`src/shared/uart_pkg.sv`:
```
// Constants and types for the asynchronous serial transceiver
`default_nettype none
package uart_pkg;
  localparam int unsigned CLK_HZ = 50_000_000;

  // Register indexes; the byte address is four times the index
  localparam logic [7:0] IDX_NONE      = 8'h00;
  localparam logic [7:0] IDX_IRQ_FLAGS = 8'h0C;
  localparam logic [7:0] IDX_RX_CTRL   = 8'h18;
  localparam logic [7:0] IDX_TX_HOLD   = 8'h19;
  localparam logic [7:0] IDX_RX_DATA   = 8'h1A;
  localparam logic [7:0] IDX_IRQ_EN    = 8'h8C;
  localparam logic [7:0] IDX_TX_CTRL   = 8'h98;
  localparam logic [7:0] IDX_BAUD_DIV  = 8'h99;
  localparam logic [7:0] RST_TX_CTRL   = 8'h02;
  localparam logic [7:0] RST_RX_CTRL   = 8'h00;
  localparam logic [7:0] RST_OTHER     = 8'h00;

  // Field positions
  localparam int TXC_CLKSRC = 7;
  localparam int TXC_NINE   = 6;
  localparam int TXC_EN     = 5;
  localparam int TXC_SYNC   = 4;
  localparam int TXC_HSPEED = 2;
  localparam int TXC_EMPTY  = 1;
  localparam int TXC_NINTH  = 0;
  localparam int RXC_SERIAL_PORT_ENABLE   = 7;
  localparam int RXC_NINE   = 6;
  localparam int RXC_SINGLE = 5;
  localparam int RXC_CONT   = 4;
  localparam int RXC_ADDR   = 3;
  localparam int RXC_FRAMING_ERROR   = 2;
  localparam int RXC_OVERRUN_ERROR   = 1;
  localparam int RXC_NINTH  = 0;
  localparam int FLG_RX_RDY = 5;
  localparam int FLG_TX_EMP = 4;
  localparam int HTRANS_ACT = 1;

  // Sixteen samples per bit; majority taken from the middle three
  localparam logic [3:0] SUB_FIRST  = 4'h1;
  localparam logic [3:0] SUB_LAST   = 4'hF;
  localparam logic [3:0] SAMPLE_A   = 4'h7;
  localparam logic [3:0] SAMPLE_B   = 4'h8;
  localparam logic [3:0] SAMPLE_C   = 4'h9;
  localparam logic [1:0] PRE_LAST   = 2'h3;
  localparam logic [3:0] LAST_BIT8  = 4'h7;
  localparam logic [3:0] LAST_BIT9  = 4'h8;
  localparam int         FIFO_DEPTH = 2;
  localparam logic [1:0] FIFO_FULL  = 2'h2;

  typedef enum logic [1:0] {
    TX_IDLE  = 2'b00,
    TX_START = 2'b01,
    TX_DATA  = 2'b11,
    TX_STOP  = 2'b10
  } txState_t;

  typedef enum logic [1:0] {
    RX_IDLE  = 2'b00,
    RX_START = 2'b01,
    RX_DATA  = 2'b11,
    RX_STOP  = 2'b10
  } rxState_t;
endpackage
`default_nettype wire

```
`src/logic/rx_word_mem.sv`:
```
// Receive queue storage with registered read data
`default_nettype none
module rx_word_mem #(
  parameter int WIDTH = 10,
  parameter int DEPTH = 2,
  parameter int AW    = (DEPTH > 1) ? $clog2(DEPTH) : 1
) (
  input  wire logic             clk,
  input  wire logic             rst_n,
  input  wire logic             wrEn,
  input  wire logic [AW-1:0]    wrAddr,
  input  wire logic [WIDTH-1:0] wrData,
  input  wire logic [AW-1:0]    rdAddr,
  output logic      [WIDTH-1:0] rdData
);
  logic [WIDTH-1:0] mem [DEPTH];

  always_ff @(posedge clk) begin
    if (wrEn) begin
      mem[wrAddr] <= wrData;
    end
  end

  // Write-through: a word pushed into an empty queue shows at once
  always_ff @(posedge clk or negedge rst_n) begin
    if (!rst_n) begin
      rdData <= '0;
    end else if (wrEn && wrAddr == rdAddr) begin
      rdData <= wrData;
    end else begin
      rdData <= mem[rdAddr];
    end
  end
endmodule
`default_nettype wire

```
`src/logic/async_serial_transceiver.sv`:
```
// Asynchronous serial transmitter and receiver with an AHB-Lite register slave
// Contract
// - Shifter reloads from holding buffer only after previous stop bit completes.
// - Holding-to-shifter transfer takes one cycle, then sets buffer-empty flag bit 4.
// - Buffer-empty flag ignores its enable, software cannot clear it, buffer write clears.
// - Read-only shifter-empty status at transmit control bit 1, no interrupt.
// - Setting transmit enable sets buffer-empty flag; loading holding buffer clears it.
// - Transmit enable is bit 5; frame waits for loaded data and shift clock.
// - Holding buffer may be written before enable; sending starts once enabled.
// - Write with empty shifter moves straight in, freeing buffer for next byte.
// - Dropping transmit enable aborts frame, resets transmitter, releases transmit pin.
// - Transmit control bit 6 selects nine bits; bit 0 is the ninth bit.
// - Receive line sampled sixteen times per bit; shifter advances per bit.
// - Continuous receive enable at receive control bit 4 turns reception on.
// - After stop bit, word enters queue if room, ready flag bit 5 set.
// - Ready flag is read-only, cleared by hardware when queue read empty.
// - Receive queue holds two words; third may shift meanwhile; reads return both.
// - Queue full at third stop bit sets overrun bit 1, word discarded.
// - Overrun blocks queue loads; cleared only by dropping continuous receive enable or serial port enable.
// - Framing error bit 2 set when sampled stop bit is low.
// - Framing error and ninth bit queue with data; data read shows next word's.
// - Nine-bit receive captures the ninth bit into its status field.
// - Frame is start, eight or nine data bits LSB first, one stop.
// - Shift clock is 16 or 64 times bit rate, divisor plus one.
// - Each received bit is the majority of three samples.
// - Address detect in nine-bit mode keeps only words with ninth bit set.
//
// Added by the designer: the AHB-Lite slave port.
`default_nettype none
module async_serial_transceiver
  import uart_pkg::*;
(
  input  wire logic        clk,
  input  wire logic        rst_n,
  input  wire logic        hsel,
  input  wire logic [31:0] haddr,
  input  wire logic [1:0]  htrans,
  input  wire logic        hwrite,
  input  wire logic [31:0] hwdata,
  input  wire logic        hready,
  output logic             hreadyout,
  output logic [31:0]      hrdata,
  output logic             hresp,
  input  wire logic        rxPin,
  output logic             txPin,
  output logic             txPinOe_n
);
  typedef struct packed {
    logic        hreadyout;
    logic        hresp;
    logic [31:0] hrdata;
    logic        dpWrite;
    logic        rdPend;
    logic [7:0]  dpIdx;
    logic        clockSourceSel;
    logic        txNineBitSel;
    logic        txEnable;
    logic        syncModeSel;
    logic        highSpeedBaudSel;
    logic        txNinthBit;
    logic        serialPortEnable;
    logic        rxNineBitSel;
    logic        singleRxEnable;
    logic        continuousRxEnable;
    logic        addressDetectEnable;
    logic [7:0]  periphIrqEnables;
    logic [7:0]  baudDivisor;
    logic [7:0]  txHoldingBuffer;
    logic        holdFull;
    logic        txBufferEmptyFlag;
    logic        tsrFull;
    logic        txNine;
    txState_t    txState;
    logic [8:0]  txShiftReg;
    logic [3:0]  txBits;
    logic [3:0]  txSub;
    logic        txLine;
    logic        txOe_n;
    logic [7:0]  brgCnt;
    logic [1:0]  brgPre;
    rxState_t    rxState;
    logic [3:0]  rxSub;
    logic [3:0]  rxBits;
    logic [8:0]  rxShiftReg;
    logic [1:0]  rxSamp;
    logic        overrunError;
    logic        wrPtr;
    logic        rdPtr;
    logic [1:0]  count;
  } state_t;

  state_t     s;
  state_t     n;
  logic [9:0] headWord;
  logic [9:0] pushWord;
  logic       busTake;
  logic       holdWr;
  logic       pop;
  logic       push;
  logic       txLoad;
  logic       stopDone;
  logic       baudTick;
  logic       sampleTick;
  logic       brgRun;
  logic       rxOn;
  logic       bitVal;
  logic [7:0] wrByte;
  logic [7:0] rd;

  function automatic logic maj3(input logic a, input logic b, input logic c);
    return (a & b) | (a & c) | (b & c);
  endfunction

  function automatic logic [7:0] regIdx(input logic [31:0] a);
    // Anything outside the low kilobyte decodes to no register
    return (a[31:10] == 22'h0) ? a[9:2] : IDX_NONE;
  endfunction

  rx_word_mem #(
    .WIDTH (10),
    .DEPTH (FIFO_DEPTH)
  ) u_rx_mem (
    .clk    (clk),
    .rst_n  (rst_n),
    .wrEn   (push),
    .wrAddr (s.wrPtr),
    .wrData (pushWord),
    .rdAddr (n.rdPtr),
    .rdData (headWord)
  );

  always_comb begin
    n = s;
    wrByte = hwdata[7:0];
    rd = RST_OTHER;
    push = 1'b0;
    stopDone = 1'b0;
    pushWord = '0;
    bitVal = maj3(s.rxSamp[0], s.rxSamp[1], rxPin);

    // Bus: writes land in the data phase; reads take one wait state
    busTake = hsel && hready && htrans[HTRANS_ACT];
    n.hreadyout = !(busTake && !hwrite);
    n.rdPend = busTake && !hwrite;
    n.dpWrite = busTake && hwrite;
    if (busTake) begin
      n.dpIdx = regIdx(haddr);
    end
    n.hresp = 1'b0;
    holdWr = s.dpWrite && s.dpIdx == IDX_TX_HOLD;
    pop = s.rdPend && s.dpIdx == IDX_RX_DATA && s.count != 2'h0;

    if (s.rdPend) begin
      case (s.dpIdx)
        IDX_IRQ_FLAGS: begin
          rd[FLG_RX_RDY] = s.count != 2'h0;
          rd[FLG_TX_EMP] = s.txBufferEmptyFlag;
        end
        IDX_RX_CTRL: begin
          rd[RXC_SERIAL_PORT_ENABLE] = s.serialPortEnable;
          rd[RXC_NINE] = s.rxNineBitSel;
          rd[RXC_SINGLE] = s.singleRxEnable;
          rd[RXC_CONT] = s.continuousRxEnable;
          rd[RXC_ADDR] = s.addressDetectEnable;
          rd[RXC_FRAMING_ERROR] = headWord[9];
          rd[RXC_OVERRUN_ERROR] = s.overrunError;
          rd[RXC_NINTH] = headWord[8];
        end
        IDX_TX_HOLD: begin
          rd = s.txHoldingBuffer;
        end
        IDX_RX_DATA: begin
          rd = headWord[7:0];
        end
        IDX_IRQ_EN: begin
          rd = s.periphIrqEnables;
        end
        IDX_TX_CTRL: begin
          rd[TXC_CLKSRC] = s.clockSourceSel;
          rd[TXC_NINE] = s.txNineBitSel;
          rd[TXC_EN] = s.txEnable;
          rd[TXC_SYNC] = s.syncModeSel;
          rd[TXC_HSPEED] = s.highSpeedBaudSel;
          rd[TXC_EMPTY] = !s.tsrFull;
          rd[TXC_NINTH] = s.txNinthBit;
        end
        IDX_BAUD_DIV: begin
          rd = s.baudDivisor;
        end
        default: begin
          rd = RST_OTHER;
        end
      endcase
      n.hrdata = {24'h0, rd};
    end

    // Baud generator, held cleared while nothing uses it
    brgRun = s.serialPortEnable && (s.txEnable || s.continuousRxEnable);
    baudTick = brgRun && s.brgCnt == 8'h00;
    sampleTick = baudTick && (s.highSpeedBaudSel || s.brgPre == PRE_LAST);
    if (!brgRun) begin
      n.brgCnt = 8'h00;
      n.brgPre = 2'h0;
    end else if (baudTick) begin
      n.brgCnt = s.baudDivisor;
      n.brgPre = s.brgPre + 2'h1;
    end else begin
      n.brgCnt = s.brgCnt - 8'h01;
    end

    // Transmit: the shifter takes a word only once fully drained
    txLoad = s.txEnable && s.holdFull && !s.tsrFull;
    if (txLoad) begin
      n.tsrFull = 1'b1;
      n.txShiftReg = {s.txNinthBit, s.txHoldingBuffer};
      n.txNine = s.txNineBitSel;
      n.holdFull = 1'b0;
      n.txBufferEmptyFlag = 1'b1;
    end
    if (sampleTick) begin
      case (s.txState)
        TX_IDLE: begin
          if (s.tsrFull) begin
            n.txState = TX_START;
            n.txSub = 4'h0; // Start bit gets all sixteen ticks, like the data bits
          end
        end
        TX_START: begin
          n.txSub = s.txSub + 4'h1;
          if (s.txSub == SUB_LAST) begin
            n.txState = TX_DATA;
            n.txBits = 4'h0;
          end
        end
        TX_DATA: begin
          n.txSub = s.txSub + 4'h1;
          if (s.txSub == SUB_LAST) begin
            n.txShiftReg = {1'b0, s.txShiftReg[8:1]};
            n.txBits = s.txBits + 4'h1;
            if (s.txBits == (s.txNine ? LAST_BIT9 : LAST_BIT8)) begin
              n.txState = TX_STOP;
            end
          end
        end
        TX_STOP: begin
          n.txSub = s.txSub + 4'h1;
          if (s.txSub == SUB_LAST) begin
            n.txState = TX_IDLE;
            n.tsrFull = 1'b0;
          end
        end
        default: begin
          n.txState = TX_IDLE;
        end
      endcase
    end
    if (!s.txEnable) begin
      n.txState = TX_IDLE;
      n.tsrFull = 1'b0;
      n.txSub = 4'h0;
    end

    // Receive
    rxOn = s.serialPortEnable && s.continuousRxEnable;
    if (!rxOn) begin
      n.rxState = RX_IDLE;
      n.overrunError = 1'b0;
      n.rxSub = 4'h0;
    end else if (sampleTick) begin
      n.rxSub = s.rxSub + 4'h1;
      if (s.rxSub == SAMPLE_A) begin
        n.rxSamp[0] = rxPin;
      end
      if (s.rxSub == SAMPLE_B) begin
        n.rxSamp[1] = rxPin;
      end
      case (s.rxState)
        RX_IDLE: begin
          n.rxSub = SUB_FIRST;
          if (!rxPin) begin
            n.rxState = RX_START;
          end
        end
        RX_START: begin
          if (s.rxSub == SAMPLE_C && bitVal) begin
            n.rxState = RX_IDLE; // A glitch shorter than half a bit is no start
          end else if (s.rxSub == SUB_LAST) begin
            n.rxState = RX_DATA;
            n.rxBits = 4'h0;
          end
        end
        RX_DATA: begin
          if (s.rxSub == SAMPLE_C) begin
            n.rxShiftReg = {bitVal, s.rxShiftReg[8:1]};
          end
          if (s.rxSub == SUB_LAST) begin
            n.rxBits = s.rxBits + 4'h1;
            if (s.rxBits == (s.rxNineBitSel ? LAST_BIT9 : LAST_BIT8)) begin
              n.rxState = RX_STOP;
            end
          end
        end
        RX_STOP: begin
          if (s.rxSub == SAMPLE_C) begin
            stopDone = 1'b1;
            n.rxState = RX_IDLE;
          end
        end
        default: begin
          n.rxState = RX_IDLE;
        end
      endcase
    end
    // Queue word: framing error, ninth bit, data
    pushWord[9] = !bitVal;
    pushWord[8] = s.rxNineBitSel && s.rxShiftReg[8];
    pushWord[7:0] = s.rxNineBitSel ? s.rxShiftReg[7:0] : s.rxShiftReg[8:1];
    if (stopDone && !s.overrunError) begin
      if (s.count == FIFO_FULL) begin
        n.overrunError = 1'b1;
      end else if (!(s.rxNineBitSel && s.addressDetectEnable && !pushWord[8])) begin
        push = 1'b1;
      end
    end
    if (push) begin
      n.wrPtr = !s.wrPtr;
    end
    if (pop) begin
      n.rdPtr = !s.rdPtr;
    end
    n.count = s.count + {1'b0, push} - {1'b0, pop};

    // Register writes; a buffer load here outranks the transfer above
    if (s.dpWrite) begin
      case (s.dpIdx)
        IDX_RX_CTRL: begin
          n.serialPortEnable = wrByte[RXC_SERIAL_PORT_ENABLE];
          n.rxNineBitSel = wrByte[RXC_NINE];
          n.singleRxEnable = wrByte[RXC_SINGLE];
          n.continuousRxEnable = wrByte[RXC_CONT];
          n.addressDetectEnable = wrByte[RXC_ADDR];
        end
        IDX_TX_HOLD: begin
          n.txHoldingBuffer = wrByte;
          n.holdFull = 1'b1;
          n.txBufferEmptyFlag = 1'b0;
        end
        IDX_IRQ_EN: begin
          n.periphIrqEnables = wrByte;
        end
        IDX_TX_CTRL: begin
          n.clockSourceSel = wrByte[TXC_CLKSRC];
          n.txNineBitSel = wrByte[TXC_NINE];
          n.txEnable = wrByte[TXC_EN];
          n.syncModeSel = wrByte[TXC_SYNC];
          n.highSpeedBaudSel = wrByte[TXC_HSPEED];
          n.txNinthBit = wrByte[TXC_NINTH];
          if (wrByte[TXC_EN] && !s.txEnable) begin
            n.txBufferEmptyFlag = 1'b1;
          end
        end
        IDX_BAUD_DIV: begin
          n.baudDivisor = wrByte;
          n.brgCnt = 8'h00; // New rate takes effect without waiting a period
          n.brgPre = 2'h0;
        end
        default: begin
          n.dpWrite = n.dpWrite;
        end
      endcase
    end

    // Pin drive follows the next state so it leaves a flop aligned with it
    case (n.txState)
      TX_START: n.txLine = 1'b0;
      TX_DATA:  n.txLine = n.txShiftReg[0];
      default:  n.txLine = 1'b1;
    endcase
    n.txOe_n = !(n.serialPortEnable && n.txEnable);
  end

  always_ff @(posedge clk or negedge rst_n) begin
    if (!rst_n) begin
      s <= '0;
      s.hreadyout <= 1'b1;
      s.txLine <= 1'b1;
      s.txOe_n <= 1'b1;
    end else begin
      s <= n;
    end
  end

  assign hreadyout = s.hreadyout;
  assign hrdata = s.hrdata;
  assign hresp = s.hresp;
  assign txPin = s.txLine;
  assign txPinOe_n = s.txOe_n;
endmodule
`default_nettype wire

```
`config.mk`:
```
export PLATFORM = sky130hd
export DESIGN_NAME = async_serial_transceiver
export DESIGN_NICKNAME = d
export VERILOG_FILES = /design/src/shared/uart_pkg.sv /design/src/logic/rx_word_mem.sv /design/src/logic/async_serial_transceiver.sv
export SDC_FILE = /design/constraint.sdc
export NUM_CORES = 1
export LEC_CHECK = 0
export ABC_CLOCK_PERIOD_IN_PS = 6800
export BUFFER_PORTS_ARGS = -buffer_cell sky130_fd_sc_hd__buf_2
export CORE_MARGIN = 2
export CORE_UTILIZATION = 25
export CTS_CLUSTER_DIAMETER = 50
export DETAILED_ROUTE_END_ITERATION = 8
export GPL_ROUTABILITY_DRIVEN = 1
export PLACE_DENSITY = 0.48
export SLEW_MARGIN = 5
export SYNTH_ARGS = -nofsm -noshare
export SYNTH_HDL_FRONTEND = slang
export SYNTH_HIERARCHICAL = 1
export SYNTH_SLANG_ARGS = --single-unit
```
`constraint.sdc`:
```
create_clock -name clk -period 6.8 [get_ports clk]
set_input_delay 1.36 -clock clk [delete_from_list [all_inputs] [get_ports clk]]
set_output_delay 1.36 -clock clk [all_outputs]
set_load 0.01 [all_outputs]
```
---- Word-level counts from Yosys, hierarchy flattened ----
Memory sizes are Yosys's and may differ from the RTL's. A register that Yosys moved wholly into a read port is not among the register bits.
Index checks and enable logic that the tools add are counted.
storage, ports and cells
  memories ................................ 1
  register bits ........................... 115
  output and inout bits ................... 36
  memory bits (writable) .................. 20
  word-level logic and storage cells ...... 217
memories
  name          words  bits a word  read ports  clocked after Yosys merged registers in  write ports  line               source
  u_rx_mem.mem  2      10           1           1                                        1            rx_word_mem.sv:16  logic [WIDTH-1:0] mem [DEPTH];
operators by class
  reductions and logical operators ........ 52
  $add $sub $neg .......................... 8
  multiplexer cells ....................... 73
  equal/unequal tests ..................... 37
  bitwise gates (word level) .............. 5
operator list
  cell                   count
  $mux W9                5
  $mux W4                11
  $mux W8                5
  $mux W35               1
  $mux W10               3
  $eq A8 B5 Y1 const B   3
  $eq A8 B8 Y1 const B   3
  $mux W2                12
  $pmux W4 S2            3
  $logic_not A22 Y1      1
  $mux W21               1
  $mux W1                20
  $logic_and A1 B1 Y1    19
  $mux W19               1
  $pmux W3 S6            1
  $add A4 B1 Y4 const B  4
  $eq A4 B4 Y1 const B   4
  $pmux W2 S4            2
  $mux W15               1
  $ne A3 B3 Y1 const B   5
  $eq A2 B2 Y1 const B   7
  $pmux W2 S7            1
  $ne A2 B2 Y1 const B   6
  $pmux W2 S6            1
  other kinds (26)       55

---- Depth between registers and ports, before layout ----
Gate-level depths: netlist of run 1.
  depth after elaboration ................. 10
  mapped depth ............................ 12
  gate-level depth less buffers ........... 11

---- Cells and area by module ----
The synthesis of run 1 kept the hierarchy.
modules (own cells, without submodules)
  module                    times used  seq. area each (sq um)  area an instance (sq um)  cells an instance
  async_serial_transceiver  1           2,881.5                 6,052.1                   558
  rx_word_mem               1           850.8                   1,118.6                   69

---- Worst setup path before layout of run 1 ----
OpenSTA, ideal clock, no wires.
  path kind ............................... register -> register
  start ................................... register s[28] in the netlist's numbering
  end ..................................... memory u_rx_mem.mem[0][0], enable pin
  path slack .............................. 4.024 ns
  cell stages (with the launch flop) ...... 10
  arrival ................................. 2.399 ns
  path buffers ............................ 1
  cells stage by stage .................... dfrtp_1 -> inv_1 -> ha_1 -> nor4b_2 -> and2_1 -> buf_2 -> nand2_1 -> or4_1 -> inv_1 -> nor2b_1
on the way
  longest elaborated chain between the ends .. 9
RTL lines
  element                        line                             source
  start, declared                async_serial_transceiver.sv:92   state_t s;
  start signal, assigned         async_serial_transceiver.sv:389  s <= n;
  $logic_not A8 Y1               async_serial_transceiver.sv:199  baudTick = brgRun && s.brgCnt == 8'h00;
  $logic_and A1 B1 Y1            async_serial_transceiver.sv:199
  $logic_and A1 B1 Y1            async_serial_transceiver.sv:200  sampleTick = baudTick && (s.highSpeedBaudSel || s.brgPre == PRE_LAST);
  $mux W1                        async_serial_transceiver.sv:269  end else if (sampleTick) begin
  $mux W1                        async_serial_transceiver.sv:265  if (!rxOn) begin
  $logic_and A1 B1 Y1            async_serial_transceiver.sv:318  if (stopDone && !s.overrunError) begin
  $mux W1                        async_serial_transceiver.sv:318
  net push                       async_serial_transceiver.sv:99   logic push;
  $mux W1                        rx_word_mem.sv:19                if (wrEn) begin
  $mux W1 (not written as such)  rx_word_mem.sv:20                mem[wrAddr] <= wrData;
  end, declared                  rx_word_mem.sv:16
The timed path passes the listed nets, and every way through them passes these cells.

---- Worst setup path after layout of run 1 ----
  start ................................... register s[93] in the netlist's numbering
  end ..................................... memory u_rx_mem.mem[0][5], enable pin
on the way
  longest elaborated chain between the ends .. 10
RTL lines
  element                        line                             source
  $logic_or A1 B1 Y1             async_serial_transceiver.sv:198  brgRun = s.serialPortEnable && (s.txEnable || s.continuousRxEnable);
  $logic_and A1 B1 Y1            async_serial_transceiver.sv:198
  $logic_and A1 B1 Y1            async_serial_transceiver.sv:199
  $logic_and A1 B1 Y1            async_serial_transceiver.sv:200
  $mux W1                        async_serial_transceiver.sv:269
  $mux W1                        async_serial_transceiver.sv:265
  $logic_and A1 B1 Y1            async_serial_transceiver.sv:318
  $mux W1                        async_serial_transceiver.sv:318
  net push                       async_serial_transceiver.sv:99
  $mux W1                        rx_word_mem.sv:19
  $mux W1 (not written as such)  rx_word_mem.sv:20
The timed path passes the listed nets, and every way through them passes these cells.

==> results of run 1 <==
-- logic make-up (layout without fill, tap and decap cells) --
family          count (synthesis)  after routing
simple gates                  177            177
fa+ha+maj                      10             10
flops                         145            145
buf+inv                        81            111
xor+xnor                        7              7
mux                            89             89
other cells                     1             25
compound gates                117            117
-- state kept, by name, indices dropped and copies added (netlist names) --
| register | cells |
|---|---|
| txPin | 1 |
| u_rx_mem/mem | 20 |
| hrdata | 8 |
| hreadyout | 1 |
| s | 104 |
| u_rx_mem/rdData | 10 |
| txPinOe_n | 1 |
-- power by group --
part / internal [mW] / leakage [nW] / total, mW / switching, mW
Combinational: 0.0633 / 1.48 / 0.161 / 0.0972
Clock: 0.595 / 0.299 / 0.960 / 0.365
Sequential: 0.909 / 1.74 / 0.940 / 0.0307
-- worst max-delay path: cells and delay by family (launching register included) --
kind / cells / cell delay [ns]
AND/OR/NAND/NOR: 4 / 2.15
flip-flops: 1 / 0.62
AO/OA/AOI/OAI: 1 / 0.20
buffers and inverters: 1 / 0.15
-- cells in the mapped netlist, drive strengths merged (6+ instances only) --
library cell / count / area share
a21oi: 20 / 0.014
a22o: 14 / 0.017
a22oi: 7 / 0.0073
and2: 8 / 0.0070
and3: 6 / 0.0059
buf: 45 / 0.046
clkbuf: 17 / 0.0089
dfrtp: 122 / 0.43
edfxtp: 20 / 0.084
ha: 10 / 0.017
inv: 19 / 0.0099
mux2: 63 / 0.099
mux2i: 26 / 0.036
nand2: 40 / 0.022
nand3: 20 / 0.016
nand4: 8 / 0.0091
nor2: 32 / 0.017
nor2b: 6 / 0.0052
nor3: 8 / 0.0072
nor4: 8 / 0.0070
nor4b: 7 / 0.012
o21ai: 37 / 0.026
-- through the flow --
stage / setup WS [ns] / utilization / instances / hold slack, ns
finish: 3.31 / 0.290 / 1065 / 0.477
global route: 3.06 / 0.290 / 1065 / 0.521
CTS: 3.21 / 0.290 / 1065 / 0.480
detailed placement: 3.26 / 0.270 / 1033 / 0.467
global placement: 3.24 / 0.270 / 1033 / 0.470
floorplan: 4.02 / - / 651 / 0.437
-- metal layers --
| layer | GRT usage | wire, µm | vias to the layer above | share of wire |
|---|---|---|---|---|
| met1 | 0.161 | 8360 | 2323 | 0.51 |
| met5 | 0 | 0 | - | 0 |
| met3 | 0.0248 | 471 | 10 | 0.029 |
| met2 | 0.169 | 7400 | 69 | 0.45 |
| met4 | 0.0350 | 160 | 0 | 0.0098 |
| li1 | - | - | 2312 | - |
-- layout make-up --
cell class              instances  area share
clock inverters                10      0.0159
flip-flops and latches        145       0.451
well taps                     384      0.0581
clock buffers                  22      0.0561
inverters                      19     0.00862
repair buffers                 60      0.0386
multi-input cells             425       0.371
-- final timing paths --
path / end / slack (ns)
hold reg to reg: s[28] / 0.48
setup reg to reg: u_rx_mem/mem[0][5] / 3.31
max in group asynchronous: s[30] / 4.65
setup / recovery: u_rx_mem/mem[0][5] / 3.31
hold / removal: s[28] / 0.48
min in group asynchronous: s[9] / 0.96
==> metrics, run 1 <==
die width between 150 and 200 µm; Clock Root Buffer clkbuf_16; Max Cap Viol 0; synth warn 6; Compound-Gate Fraction of Synth Area 0.108; Least-Margin Pin Slew between 0.9 and 1 ns; outcome finished, final reports clean; remaining antenna violation count after routing 0; hpwl dp between 10 and 15 mm; # setup viols final 0; worst reg2reg startpoint s[93]; Worst setup SP type flop; Area growth syn-to-layout 15.3%; initial antenna violation count 0; Die Y between 150 and 200 µm; Req. time, crit path 6.84 ns; Mean Syn Cell Area between 10 and 15 µm²; unrepaired setup endpoints after global routing false; Post-synth top flop dfrtp_1; Achievable Freq roughly 290 MHz; via count of the first global-routing pass between 4,000 and 5,000; Starting Density 0.252; fraction of the mapped netlist area in simple logic gates 0.145; commonest non-fill, non-tap cell in the layout dfrtp_1; fillers between 2,000 and 3,000; Tot Pwr just over 2 mW; Crit. End Element flop; Post-DP Area about 0.0077 mm²; number of flops mapped to enable cells by yosys 20; PostCTS Resize Cnt 0; fin crit period 3.49 ns; port buffer count between 50 and 60; postcts setup bufs 0; mapped cell area a little over 0.007 mm²; clk sink count around 150; worst-case clock buffer depth 2; most frequent cells in the layout 122 x dfrtp_1, 62 x mux2_2, 54 x buf_2; worst setup path startpoint s[93]; Overall Global Routing Usage 0.113; flops & latches, synth between 100 and 150; largest family of logic cells by synthesized area simple AND/OR/NAND/NOR gates; distinct cell type count after synthesis 70; Remaining DRCs 0; Cell Rows 62; CTS tree built; Critical Path Max Stage Delay approximately 0.8 ns; DRT Pass-1 Iters 4; max_slew headroom 0.335; core area around 0.028 mm²; CP arrival ~3.5 ns; WL final 16.4 mm; asr flop ratio synth 0.862; vias per inst around 4.4; leakage power 3.52 nW; Hold Path Depth 1; crit path kind reg -> reg; grt total ovfl 0; CP Max Fanout 13; area share of fa/ha/maj cells after synthesis 0.0174; Routed wire per std cell between 15 and 20 µm; die area about 0.030 mm²; share of layout cells above drive strength 1 0.254; hold_sp s[28]; Hold Violations, Final 0; first-pass GRT wire length ~27 mm; Iter 0 DRT Violations approximately 290; Slew Viols, Final 0; worst skew pair latency 0.42 ns; skew final 0.00949 ns; IO Count 108; storage element area between 0.003 and 0.004 mm²; nets@finish 750; largest net degree at the start of global routing 73; # diodes 0; critical path's slowest cell nor2b_1; Peak VDD IR around 0.18 mV; post-synthesis sequential area ratio 0.521; H-tree depth 4; Tightest Hold Check Type reg -> reg; critical path, cell by cell o21ai_0, nor3_1, nand2_1, or4_1, inv_1, nor2b_1; Post-Synthesis Cells about 630; total CTS buffers 17; post-synthesis mux area share 0.136; CTS Hold Bufs 0; clk slew on worst S/H paths around 0.060 ns; vias approximately 4,700; final std cell area, no fill ~0.0083 mm²; crit share post-route 0.514; power per cell area ~250 mW/mm²; R2R depth 6; GP Congestion between 0.7 and 0.8; Fin Setup TNS 0 ns; footprint of the multi-input gates about 0.0031 mm²; xor and xnor area share after synthesis 0.00855
Power figures use the tool's default switching activity.
==> run 2: changes to the inputs <==
Settings changed: ABC_AREA from default to 1, ABC_CLOCK_PERIOD_IN_PS 6800 to 3200, PLACE_DENSITY 0.48 to 0.5.
Clock period 6.8 ns to 3.2 ns, I/O delays scaled along.
==> metrics, run 2 <==
Final Util 0.296 (+0.00532); die width 176 µm (+1.5%); Cell Rows 62 (unchanged); xor and xnor area share after synthesis 0.0178 (+0.00922); nets@finish 1,036 (+38%); R2R depth 10 (+4); Post-synth top flop dfrtp_1; outcome finished, final reports clean; asr flop ratio synth 0.862 (unchanged); port buffer count 55 (unchanged); remaining antenna violation count after routing 0 (unchanged); Starting Density 0.256 (+0.00365); Tot Pwr 4.39 mW (+110%); mapped cell area 0.00739 mm² (+3.1%); crit path to u_rx_mem/mem[1][4]; top-count cell post-synth nand2_1; Worst setup SP type flop; fin crit period 2.36 ns (-1.14 ns); vias 5,673 (+20%); # setup viols final 0 (unchanged); post-synthesis mux area share 0 (-0.136); total CTS buffers 17 (unchanged); distinct cell type count after synthesis 37 (-47%); fin cells 1,351 (+27%); initial antenna violation count 0 (unchanged); Post-Synthesis Cells 898 (+43%); PostCTS Resize Cnt 0 (unchanged); Fin Setup TNS 0 ns (unchanged); DRT Pass-1 Iters 6 (+2); Compound-Gate Fraction of Synth Area 0.0919 (-0.0158); Achievable Freq 425 MHz (+48%); commonest non-fill, non-tap cell in the layout nand2_1; WL final 17.5 mm (+6.6%); most frequent cells after synthesis 273 x nand2_1, 122 x dfrtp_1, 87 x inv_1; Largest Register s; core area 0.0289 mm² (+1.6%); Routed wire per std cell 12.9 µm (-16%); post-synthesis sequential area ratio 0.505 (-0.0157); Iter 0 DRT Violations 369 (+29%); area share of fa/ha/maj cells after synthesis 0.0169 (-0.000526); worst setup path startpoint s[21]; CTS tree built; synth warn 6 (unchanged); Least-Margin Pin Slew 0.678 ns (-0.318 ns); number of flops mapped to enable cells by yosys 20 (unchanged); skew final 0.0114 ns (+0.00187 ns); biggest regs s x104, u_rx_mem/mem x20, u_rx_mem/rdData x10; CTS Hold Bufs 0 (unchanged); crit share post-route 0.736 (+0.222); most frequent cells in the layout 273 x nand2_1, 122 x dfrtp_1, 87 x inv_1; worst-case clock buffer depth 2 (unchanged); postcts setup bufs 0 (unchanged); top-area cell type share of the netlist area 0.413 (-0.0128); clk sink count 145 (unchanged); Overall Global Routing Usage 0.121 (+0.00797); area leader, netlist dfrtp_1; Slew Viols, Final 0 (unchanged); Req. time, crit path 3.27 ns (-3.57 ns); top cells by area, synth dfrtp_1 41%, nand2_1 14%, edfxtp_1 8.1%; unrepaired setup endpoints after global routing false; Remaining DRCs 0 (unchanged); Crit. End Element flop; Mean Syn Cell Area 8.23 µm² (-28%); Clock Root Buffer clkbuf_16; GP Congestion 0.784 (+7.4%); Reg-to-Reg End u_rx_mem/mem[1][4]; Hold Violations, Final 0 (unchanged); IO Count 108 (unchanged); R2R Setup Slk 0.84 ns (-2.46 ns); largest family of logic cells by synthesized area simple AND/OR/NAND/NOR gates; CP Max Fanout 10 (-3); Tightest Hold Check Type in -> async; die area 0.0310 mm² (+3.0%); largest net degree at the start of global routing 50 (-32%); worst reg2reg startpoint s[21]; vias per inst 4.20 (-5.1%); worst hold slack 0.218 ns (-0.260 ns); share of layout cells above drive strength 1 0.147 (-0.107); leakage power 4.09 nW (+16%); via count of the first global-routing pass 5,638 (+20%); crit path kind reg -> reg; Area growth syn-to-layout 15.8%; H-tree depth 4 (unchanged); fraction of the mapped netlist area in simple logic gates 0.274 (+0.129); worst skew pair latency 0.42 ns (about the same); grt total ovfl 0 (unchanged); hpwl dp 13.0 mm (+16%); max_slew headroom 0.548 (+0.213); # diodes 0 (unchanged); Peak VDD IR 0.351 mV (+100%); Die Y 176 µm (+1.5%); flops & latches, synth 145 (unchanged); cell total after placement 1,319 (+28%); Largest register FFs 104 (unchanged); power per cell area 513 mW/mm² (+110%); Max Cap Viol 0 (unchanged); CP arrival 2.42 ns (-1.11 ns); clk slew on worst S/H paths 0.06 ns (about the same); first-pass GRT wire length 29.3 mm (+10%)
-- run 2: cell types whose count changed after synthesis, moves of 31 or more --
cell     previous run  this run
inv_1              19        87
mux2_2             62         0
nand2_1            37       273
nand3_1            18        61
nor2_1             32        84
o21ai_0            28        59
-- run 2: critical path: stages (launching register included) --
cell	delay (ns)
dfrtp_1	0.39
inv_1	0.10
ha_1	0.15
inv_1	0.04
nor2_1	0.34
nand3_1	0.14
nor2_1	0.16
nand2_1	0.11
inv_1	0.14
nand2_1	0.10
inv_1	0.33
-- run 2: worst min path at each step --
stage | endpoint | slack, ns | cells after the start
finish | s[45] | 0.22 | 1
global route | s[45] | 0.26 | 1
CTS | s[45] | 0.24 | 1
detailed placement | s[28] | 0.44 | 1
global placement | s[28] | 0.43 | 1
floorplan | hrdata[0] | 0.34 | 0
-- run 2: cells by family (layout without fill, tap and decap cells) --
group / after synthesis / count (layout)
AO/OA/AOI/OAI: 123 / 123
XOR/XNOR: 15 / 15
AND/OR/NAND/NOR: 463 / 463
flip-flops: 145 / 145
adder cells (fa/ha/maj): 10 / 10
other: 1 / 25
buffers and inverters: 141 / 186
-- run 2: area by class of cell --
cell class,count,area [µm²]
Clock inverter,8,103
Fill cell,3109,20400
Clock buffer,24,493
Sequential cell,145,3730
Tap cell,384,480
Multi-Input combinational cell,636,3050
Timing Repair Buffer,63,350
Inverter,91,347
-- run 2: stage by stage --
step                      setup WS, ns  cell area [µm²]
after floorplan                   1.07             7480
after global placement           0.875             7960
after detailed placement         0.838             7960
after CTS                        0.820             8560
after global routing             0.577             8560
final                            0.844             8560
-- run 2: layer usage --
layer  track usage  wire (µm)
met2         0.192       8170
met4        0.0375        304
met5             0          0
met1         0.165       8460
met3        0.0248        532
-- run 2: report_power, final --
group	leakage (nW)	internal (mW)	total [mW]	switching (mW)
registers	1.59	1.97	2.05	0.0849
logic	2.22	0.128	0.325	0.197
clock network	0.286	1.24	2.01	0.777
